$ cat src/logic/sla_pkg.sv
`default_nettype none
package sla_pkg;
  localparam int         SLA_W        = 8;
  // Operation codes from the instruction decoder
  localparam logic [3:0] OP_SHR_ZF    = 4'h0;
  localparam logic [3:0] OP_SHR_RC    = 4'h1;
  localparam logic [3:0] OP_SHL_ZF    = 4'h2;
  localparam logic [3:0] OP_SHL_RC    = 4'h3;
  localparam logic [3:0] OP_NIB_X     = 4'h4;
  localparam logic [3:0] OP_AND       = 4'h5;
  localparam logic [3:0] OP_OR        = 4'h6;
  localparam logic [3:0] OP_XOR       = 4'h7;
  localparam logic [3:0] OP_NOT       = 4'h8;
  localparam logic [3:0] OP_NEG       = 4'h9;
  localparam logic [3:0] OP_BCLR      = 4'ha;
  localparam logic [3:0] OP_BSET      = 4'hb;
  localparam logic [3:0] OP_CBX       = 4'hc;
  // Destination and second-operand selects
  localparam logic [1:0] DST_ACC      = 2'h0;
  localparam logic [1:0] DST_MEM      = 2'h1;
  localparam logic [1:0] DST_IO       = 2'h2;
  localparam logic       SRC_IMM      = 1'h0;
  localparam logic       SRC_MEM      = 1'h1;
  // Flag register layout
  localparam int         FLAG_Z_BIT   = 0;
  localparam int         FLAG_C_BIT   = 1;
  localparam int         FLAG_AUX_BIT = 2;
  localparam int         FLAG_OVF_BIT = 3;
  localparam logic [3:0] FLAG_RST     = 4'h0;
  localparam logic [7:0] ACC_RST      = 8'h00;
  localparam logic [5:0] FLAG_IO_ADDR = 6'h00;
  // Register offsets on the bus
  localparam logic [7:0] REG_CTRL     = 8'h00;
  localparam logic [7:0] REG_ACC      = 8'h04;
  localparam logic [7:0] REG_FLAGS    = 8'h08;
  localparam logic [7:0] REG_LAST     = 8'h0c;
  localparam logic [7:0] REG_OPCNT    = 8'h10;
  localparam logic [7:0] REG_ERRCNT   = 8'h14;
  localparam int         CTRL_EN_BIT  = 0;
  localparam int         CTRL_CLR_BIT = 1;
  localparam logic       CTRL_EN_RST  = 1'h1;
  localparam logic [2:0] HSIZE_WORD   = 3'h2;

  function automatic logic [7:0] bit_mask(input logic [2:0] n);
    bit_mask = 8'h01 << n;
  endfunction : bit_mask
endpackage : sla_pkg
`default_nettype wire

$ cat src/logic/sla_alu.sv
`default_nettype none
module sla_alu
  import sla_pkg::*;
(
  input  wire logic [3:0] op,
  input  wire logic [1:0] dst,
  input  wire logic       src,
  input  wire logic [2:0] bitn,
  input  wire logic [7:0] acc,
  input  wire logic [7:0] imm,
  input  wire logic [7:0] mem,
  input  wire logic [7:0] io,
  input  wire logic       cin,
  input  wire logic       io_out,
  input  wire logic       pin,
  output logic      [7:0] res,
  output logic            cout,
  output logic            z_upd,
  output logic            legal
);
  always_comb
  begin
    logic [7:0] opd;
    logic [7:0] sec;
    opd   = (dst == DST_MEM) ? mem : ((dst == DST_IO) ? io : acc);
    sec   = (dst == DST_ACC) ? ((src == SRC_MEM) ? mem : imm) : acc;
    res   = opd;
    cout  = cin;
    z_upd = 1'b0;
    legal = (dst != DST_IO);
    case (op)
      OP_SHR_ZF: begin res = {1'b0, opd[7:1]}; cout = opd[0]; end
      OP_SHR_RC: begin res = {cin, opd[7:1]}; cout = opd[0]; end
      OP_SHL_ZF: begin res = {opd[6:0], 1'b0}; cout = opd[7]; end
      OP_SHL_RC: begin res = {opd[6:0], cin}; cout = opd[7]; end
      OP_NIB_X:
      begin
        res   = {opd[3:0], opd[7:4]};
        legal = (dst == DST_ACC);
      end
      OP_AND:    begin res = opd & sec; z_upd = 1'b1; end
      OP_OR:     begin res = opd | sec; z_upd = 1'b1; end
      OP_XOR:
      begin
        res   = opd ^ sec;
        z_upd = (dst != DST_IO);
        legal = 1'b1;
      end
      OP_NOT:    begin res = ~opd; z_upd = 1'b1; end
      OP_NEG:    begin res = 8'h00 - opd; z_upd = 1'b1; end
      OP_BCLR:   begin res = opd & ~bit_mask(bitn); legal = (dst != DST_ACC); end
      OP_BSET:   begin res = opd | bit_mask(bitn); legal = (dst != DST_ACC); end
      OP_CBX:
      begin
        res   = cin ? (opd | bit_mask(bitn)) : (opd & ~bit_mask(bitn));
        cout  = io_out ? opd[bitn] : pin;
        legal = (dst == DST_IO);
      end
      default:   legal = 1'b0;
    endcase
  end
endmodule : sla_alu
`default_nettype wire

$ cat src/logic/sla_top.sv
`default_nettype none
module sla_top
  import sla_pkg::*;
#(
  parameter int DATA_W = 8,
  parameter int MEM_AW = 7,
  parameter int CNT_W  = 16
)
(
  input  wire logic              SYS_CLK,
  input  wire logic              RST_N,
  input  wire logic              HSEL,
  input  wire logic [31:0]       HADDR,
  input  wire logic [1:0]        HTRANS,
  input  wire logic              HWRITE,
  input  wire logic [2:0]        HSIZE,
  input  wire logic [31:0]       HWDATA,
  input  wire logic              HREADY,
  output logic      [31:0]       HRDATA,
  output logic                   HREADYOUT,
  output logic                   HRESP,
  input  wire logic              OP_VALID,
  input  wire logic [3:0]        OP_CODE,
  input  wire logic [1:0]        OP_DST,
  input  wire logic              OP_SRC,
  input  wire logic [2:0]        OP_BIT,
  input  wire logic [7:0]        OP_IMM,
  input  wire logic [MEM_AW-1:0] OP_MEM_ADDR,
  input  wire logic [5:0]        OP_IO_ADDR,
  input  wire logic [7:0]        MEM_RDATA,
  input  wire logic [7:0]        IO_RDATA,
  input  wire logic              IO_BIT_IS_OUT,
  input  wire logic              IO_PIN_LEVEL,
  output logic                   OP_DONE,
  output logic                   OP_ERROR,
  output logic                   MEM_WE,
  output logic      [MEM_AW-1:0] MEM_WADDR,
  output logic      [7:0]        MEM_WDATA,
  output logic                   IO_WE,
  output logic      [5:0]        IO_WADDR,
  output logic      [7:0]        IO_WDATA,
  output logic      [7:0]        ACC_OUT,
  output logic      [3:0]        FLAG_OUT
);
  if (DATA_W != SLA_W) begin : g_bad_width
    $error("Datapath width must be 8");
  end
  if (CNT_W < 1 || CNT_W > 32) begin : g_bad_cnt
    $error("Counter width must be 1 to 32");
  end

  function automatic logic reg_hit(input logic [7:0] addr, input logic [7:0] off);
    reg_hit = (addr == off);
  endfunction : reg_hit

  logic [7:0]       acc;
  logic [3:0]       flags;
  logic [3:0]       next_flags;
  logic             carry;
  logic             ctrl_en;
  logic [7:0]       last_res;
  logic [CNT_W-1:0] op_cnt;
  logic [CNT_W-1:0] err_cnt;
  logic             flag_hit;
  logic [7:0]       io_src;
  logic [7:0]       res;
  logic             cout;
  logic             z_upd;
  logic             legal;
  logic             op_take;
  logic             exec;
  logic             bus_take;
  logic             wr_pend;
  logic [7:0]       wr_addr;
  logic             bus_wr;
  logic             clr_cnt;
  logic [31:0]      rd_mux;

  assign carry    = flags[FLAG_C_BIT];
  assign flag_hit = (OP_IO_ADDR == FLAG_IO_ADDR);
  assign io_src   = flag_hit ? {4'h0, flags} : IO_RDATA;
  // Disabled block drops requests; the decoder must not rely on them
  assign op_take  = OP_VALID && ctrl_en;
  assign exec     = op_take && legal;

  sla_alu u_alu (
    .op     (OP_CODE),
    .dst    (OP_DST),
    .src    (OP_SRC),
    .bitn   (OP_BIT),
    .acc    (acc),
    .imm    (OP_IMM),
    .mem    (MEM_RDATA),
    .io     (io_src),
    .cin    (carry),
    .io_out (IO_BIT_IS_OUT),
    .pin    (IO_PIN_LEVEL),
    .res    (res),
    .cout   (cout),
    .z_upd  (z_upd),
    .legal  (legal)
  );

  // Bus slave: zero wait, always OKAY, word accesses only
  assign bus_take  = HSEL && HTRANS[1] && HREADY && (HSIZE == HSIZE_WORD);
  assign bus_wr    = wr_pend;
  assign HREADYOUT = 1'b1;
  assign HRESP     = 1'b0;
  assign clr_cnt   = bus_wr && reg_hit(wr_addr, REG_CTRL) && HWDATA[CTRL_CLR_BIT];

  always_ff @(posedge SYS_CLK)
  begin
    if (!RST_N)
    begin
      wr_pend <= 1'b0;
      wr_addr <= 8'h00;
    end
    else
    begin
      wr_pend <= bus_take && HWRITE;
      wr_addr <= bus_take ? HADDR[7:0] : wr_addr;
    end
  end

  always_comb
  begin
    rd_mux = 32'h0000_0000;
    if (reg_hit(HADDR[7:0], REG_CTRL))
      rd_mux[CTRL_EN_BIT] = ctrl_en;
    else if (reg_hit(HADDR[7:0], REG_ACC))
      rd_mux[7:0] = acc;
    else if (reg_hit(HADDR[7:0], REG_FLAGS))
      rd_mux[3:0] = flags;
    else if (reg_hit(HADDR[7:0], REG_LAST))
      rd_mux[7:0] = last_res;
    else if (reg_hit(HADDR[7:0], REG_OPCNT))
      rd_mux[CNT_W-1:0] = op_cnt;
    else if (reg_hit(HADDR[7:0], REG_ERRCNT))
      rd_mux[CNT_W-1:0] = err_cnt;
  end

  // Read data snapshot at the address phase, held through data phase
  always_ff @(posedge SYS_CLK)
  begin
    if (!RST_N)
      HRDATA <= 32'h0000_0000;
    else if (bus_take && !HWRITE)
      HRDATA <= rd_mux;
  end

  always_ff @(posedge SYS_CLK)
  begin
    if (!RST_N)
      ctrl_en <= CTRL_EN_RST;
    else if (bus_wr && reg_hit(wr_addr, REG_CTRL))
      ctrl_en <= HWDATA[CTRL_EN_BIT];
  end

  // Operation beats a bus write to the same register in one cycle
  always_ff @(posedge SYS_CLK)
  begin
    if (!RST_N)
      acc <= ACC_RST;
    else if (exec && OP_DST == DST_ACC)
      acc <= res;
    else if (bus_wr && reg_hit(wr_addr, REG_ACC))
      acc <= HWDATA[7:0];
  end

  always_comb
  begin
    next_flags = flags;
    if (exec)
    begin
      // carry is the only shift flag
      next_flags[FLAG_C_BIT] = cout;
      if (z_upd)
        next_flags[FLAG_Z_BIT] = (res == 8'h00);
      // bit ops land in flag register
      if (OP_DST == DST_IO && flag_hit)
        next_flags = res[3:0];
    end
    else if (bus_wr && reg_hit(wr_addr, REG_FLAGS))
      next_flags = HWDATA[3:0];
  end

  always_ff @(posedge SYS_CLK)
  begin
    if (!RST_N)
      flags <= FLAG_RST;
    else
      flags <= next_flags;
  end

  always_ff @(posedge SYS_CLK)
  begin
    if (!RST_N)
    begin
      MEM_WE    <= 1'b0;
      MEM_WADDR <= '0;
      MEM_WDATA <= 8'h00;
    end
    else
    begin
      MEM_WE <= exec && (OP_DST == DST_MEM);
      if (exec && OP_DST == DST_MEM)
      begin
        MEM_WADDR <= OP_MEM_ADDR;
        MEM_WDATA <= res;
      end
    end
  end

  always_ff @(posedge SYS_CLK)
  begin
    if (!RST_N)
    begin
      IO_WE    <= 1'b0;
      IO_WADDR <= 6'h00;
      IO_WDATA <= 8'h00;
    end
    else
    begin
      IO_WE <= exec && (OP_DST == DST_IO) && !flag_hit;
      if (exec && OP_DST == DST_IO && !flag_hit)
      begin
        IO_WADDR <= OP_IO_ADDR;
        IO_WDATA <= res;
      end
    end
  end

  always_ff @(posedge SYS_CLK)
  begin
    if (!RST_N)
    begin
      OP_DONE  <= 1'b0;
      OP_ERROR <= 1'b0;
      last_res <= 8'h00;
    end
    else
    begin
      OP_DONE  <= exec;
      OP_ERROR <= op_take && !legal;
      if (exec)
        last_res <= res;
    end
  end

  // Counters wrap; a count in the clear cycle survives as one
  always_ff @(posedge SYS_CLK)
  begin
    if (!RST_N)
    begin
      op_cnt  <= '0;
      err_cnt <= '0;
    end
    else
    begin
      if (clr_cnt)
        op_cnt <= exec ? CNT_W'(1) : '0;
      else if (exec)
        op_cnt <= op_cnt + CNT_W'(1);
      if (clr_cnt)
        err_cnt <= (op_take && !legal) ? CNT_W'(1) : '0;
      else if (op_take && !legal)
        err_cnt <= err_cnt + CNT_W'(1);
    end
  end

  assign ACC_OUT  = acc;
  assign FLAG_OUT = flags;
endmodule : sla_top
`default_nettype wire

$ cat config.mk
export PLATFORM = sky130hd
export DESIGN_NAME = sla_top
export DESIGN_NICKNAME = d
export VERILOG_FILES = /design/src/logic/sla_pkg.sv /design/src/logic/sla_alu.sv /design/src/logic/sla_top.sv
export SDC_FILE = /design/constraint.sdc
export NUM_CORES = 1
export LEC_CHECK = 0
export ABC_CLOCK_PERIOD_IN_PS = 5500
export BUFFER_PORTS_ARGS = -buffer_cell sky130_fd_sc_hd__buf_2
export CAP_MARGIN = 0
export CORE_MARGIN = 5
export CORE_UTILIZATION = 56
export CTS_CLUSTER_DIAMETER = 80
export DETAILED_ROUTE_END_ITERATION = 8
export PLACE_DENSITY = 0.83
export SYNTH_ARGS = -nofsm -noshare
export SYNTH_HDL_FRONTEND = slang
export SYNTH_SLANG_ARGS = --single-unit
export TNS_END_PERCENT = 20
$ cat constraint.sdc
create_clock -name SYS_CLK -period 5.5 [get_ports SYS_CLK]
set_input_delay 0.275 -clock SYS_CLK [delete_from_list [all_inputs] [get_ports SYS_CLK]]
set_output_delay 0.275 -clock SYS_CLK [all_outputs]
set_load 0.1 [all_outputs]
==> out/results.txt <==
status = finished clean
Worst EP required = 5.76 ns
global-route wire length before repair = 32700 um
share of cells above drive strength 1 = 19.7%
post-layout power = 0.00203 W
Worst Hold Class = primary input to register
count of cell types in the netlist = 86
beginning of the worst register-to-register path = FLAG_OUT[0]$_SDFFE_PN0P_
postcts setup bufs = 0
R2R Setup Slk = 1.60 ns
CTS H-Tree Depth = 3
RSZ-0062 raised after global routing = no
CP max stage cell = a21oi_1
Clock transition at path regs = 0.07 ns
ant diodes = 0
die height = 121 um
xor and xnor area share after synthesis = 3.43%
number of flops mapped to enable cells by yosys = 0
Fin Clk Skew = 0.00872 ns
vias in the first global route = 6319
Max Transition Viols Final = 0
IO Count = 203
Final GP Congestion = 1.01
Port Buffer Count = 135
Setup CP Type = primary input to register
die area = 0.0146 mm^2
Clock Tree Buf Depth = 2
Fmax = 250 MHz
maxcap violations = 0
Cell Pwr Density = 260 mW/mm^2
Tcrit/Tclk final = 72.9%
TritonRoute pass-1 iters = 5
Static Leak = 3.35 nW
commonest non-fill, non-tap cell in the layout = buf_2
slowest stage delay, CP = 0.74 ns
Hold Fails Final Rpt = 0
sequential area share after synthesis = 32.2%
area share of fa/ha/maj cells after synthesis = 3.08%
Post-Route WL = 21000 um
DPL Wire Length = 15600 um
Antenna Nets Post-Route = 0
asr flop ratio synth = 0%
relative slew slack = 16.2%
Worst-Margin Slew = 1.25 ns
CTS sink cnt = 111
crit path max fanout = 11
Total GRT Usage = 27.8%
# hold bufs at CTS = 0
R2R Path End = FLAG_OUT[0]$_SDFFE_PN0P_
CP Capture Type = register
die width = 121 um
Residual DRC = 0
routed vias = 6989
Hold Path Depth = 3
CP cell instances = buf_2 > xor2_1 > o22ai_1 > a21oi_1 > inv_1 > ha_1 > mux2_2 > nand3_1 > o211ai_1 > a221oi_1 > o31a_1 > nor4b_1 > nand4_1 > o41ai_2
Arr. time, crit path = 4.27 ns
Starting Density = 57.2%
hold slack = 0.158 ns
Post-Syn Area = 0.00690 mm^2
Yosys reg bits = 111
post-cts gate resize count = 0
Layout Nets = 1120
Final TNS setup = 0 ns
initial antenna violation count = 1
hold path start = OP_MEM_ADDR[4]
largest family of logic cells by synthesized area = simple AND/OR/NAND/NOR gates
most frequent cells in the layout = buf_2, nor2_1, dfxtp_1
Mapped Cells = 881
later-pin clock latency in the skew report = 0.35 ns
row count = 40
crit path time final = 4.01 ns
crit start category = primary input
TritonCTS buffer count = 9
Max VDD drop = 0.000226 V
WHS Endpoint = MEM_WADDR[4]$_SDFFE_PN0P_
routed vias/inst = 6.07
Layout Utilization = 64.8%
Reg2Reg Depth = 12
GR Overflow Total = 0
detailed-route wire length per cell = 18.2 um
clock root buffer = clkbuf_16
final setup fails = 0
largest net degree at the start of global routing = 64
simple-gate share of the synthesized area = 24.8%
ys flop type = dfxtp_1
syn_area_per_cell = 7.84 um^2
mux contribution to synthesized area = 6.27%
Area Growth Syn to Fin = 13.2%
drt initial violations = 753
floorplan core area = 0.0121 mm^2
Synth Area in Compound Gates = 22.6%
CTS tree = yes
yosys warns = 0
metrics by stage:
stage / instances / instance area, um^2 / worst slack (ns)
6_report: 1152 / 7820 / 1.49
2_1_floorplan: 897 / 6960 / 1.88
5_1_grt: 1152 / 7820 / 1.37
3_3_place_gp: 1136 / 7510 / 1.37
3_5_place_dp: 1136 / 7510 / 1.29
4_1_cts: 1152 / 7820 / 1.63
cell usage after synthesis (8+ instances only):
master / n / share of area [%]
nor2_1: 128 / 7.0
dfxtp_1: 111 / 32
nand2_1: 95 / 5.2
a21oi_1: 67 / 4.9
clkbuf_1: 41 / 2.2
mux2i_1: 35 / 5.1
o21ai_0: 28 / 2.0
nand3_1: 26 / 1.9
inv_1: 25 / 1.4
a211oi_1: 22 / 2.4
buf_4: 20 / 2.2
xor2_1: 18 / 2.3
ha_1: 17 / 3.1
nand2b_1: 15 / 1.4
a31oi_1: 11 / 1.0
and3_1: 11 / 1.0
a21o_1: 9 / 0.98
nand4_1: 9 / 0.82
xnor2_1: 9 / 1.1
and2_1: 8 / 0.72
nor3_1: 8 / 0.58
o22ai_1: 8 / 0.72
report_power, final:
part	switching [W]	internal [W]	total, W	leakage, nW
combinational	0.000376	0.000132	0.000508	2.30
clock	0.000317	0.000363	0.000680	0.149
sequential	0.0000208	0.000824	0.000845	0.899
total	0.000713	0.00132	0.00203	3.35
flip-flops by register name, summed over array words and instances (netlist names):
| register | cells |
|---|---|
| MEM_WE | 1 |
| ctrl_en | 1 |
| IO_WDATA | 8 |
| IO_WE | 1 |
| ACC_OUT | 8 |
| FLAG_OUT | 4 |
| HRDATA | 16 |
| err_cnt | 16 |
| MEM_WDATA | 8 |
| wr_addr | 8 |
| OP_DONE | 1 |
| last_res | 8 |
| OP_ERROR | 1 |
| bus_wr | 1 |
| op_cnt | 16 |
| MEM_WADDR | 7 |
| IO_WADDR | 6 |
critical path, delay by kind of cell:
kind	cells	cell delay [ns]
adders and majority gates	1	0.34
muxes	1	0.26
buffers and inverters	2	0.41
xor gates and xnor gates	1	0.39
AOI/OAI and AO/OA	6	1.97
and+or+nand+nor	3	0.61
cell type report:
cell class | instances | area (um^2)
repair buffers | 143 | 736
clock buffers | 9 | 225
fillers | 1067 | 4240
well taps | 168 | 210
clock inverters | 7 | 83.8
multi-input cells | 685 | 4230
inverters | 29 | 114
flip-flops and latches | 111 | 2220
worst max path at each step:
| stage | from | endpoint | slack (ns) | cells past startpoint |
|---|---|---|---|---|
| global route | OP_DST[1] | FLAG_OUT[0]$_SDFFE_PN0P_ | 1.37 | 14 |
| detailed placement | OP_DST[1] | FLAG_OUT[0]$_SDFFE_PN0P_ | 1.29 | 14 |
| floorplan | FLAG_OUT[0]$_SDFFE_PN0P_ | FLAG_OUT[0]$_SDFFE_PN0P_ | 1.88 | 12 |
| global placement | OP_DST[1] | FLAG_OUT[0]$_SDFFE_PN0P_ | 1.37 | 14 |
| finish | OP_DST[1] | FLAG_OUT[0]$_SDFFE_PN0P_ | 1.49 | 14 |
| CTS | OP_DST[1] | FLAG_OUT[0]$_SDFFE_PN0P_ | 1.63 | 14 |
cell families (layout without fill, tap and decap cells):
group / count (synthesis) / after routing
AOI/OAI and AO/OA: 228 / 228
xor gates and xnor gates: 27 / 27
adders and majority gates: 17 / 17
buffers and inverters: 101 / 188
DFF: 111 / 111
muxes: 40 / 40
other: 2 / 18
and+or+nand+nor: 355 / 355
per-layer routing:
metal | wire, um | GRT usage, % | part of all wire (%)
met2 | 9170 | 42.7 | 44
met3 | 2620 | 8.90 | 12
met5 | 7 | 0 | 0.033
met4 | 660 | 8.22 | 3.1
met1 | 8520 | 37.3 | 41
No activity file was read; power rests on OpenSTA's default activity.
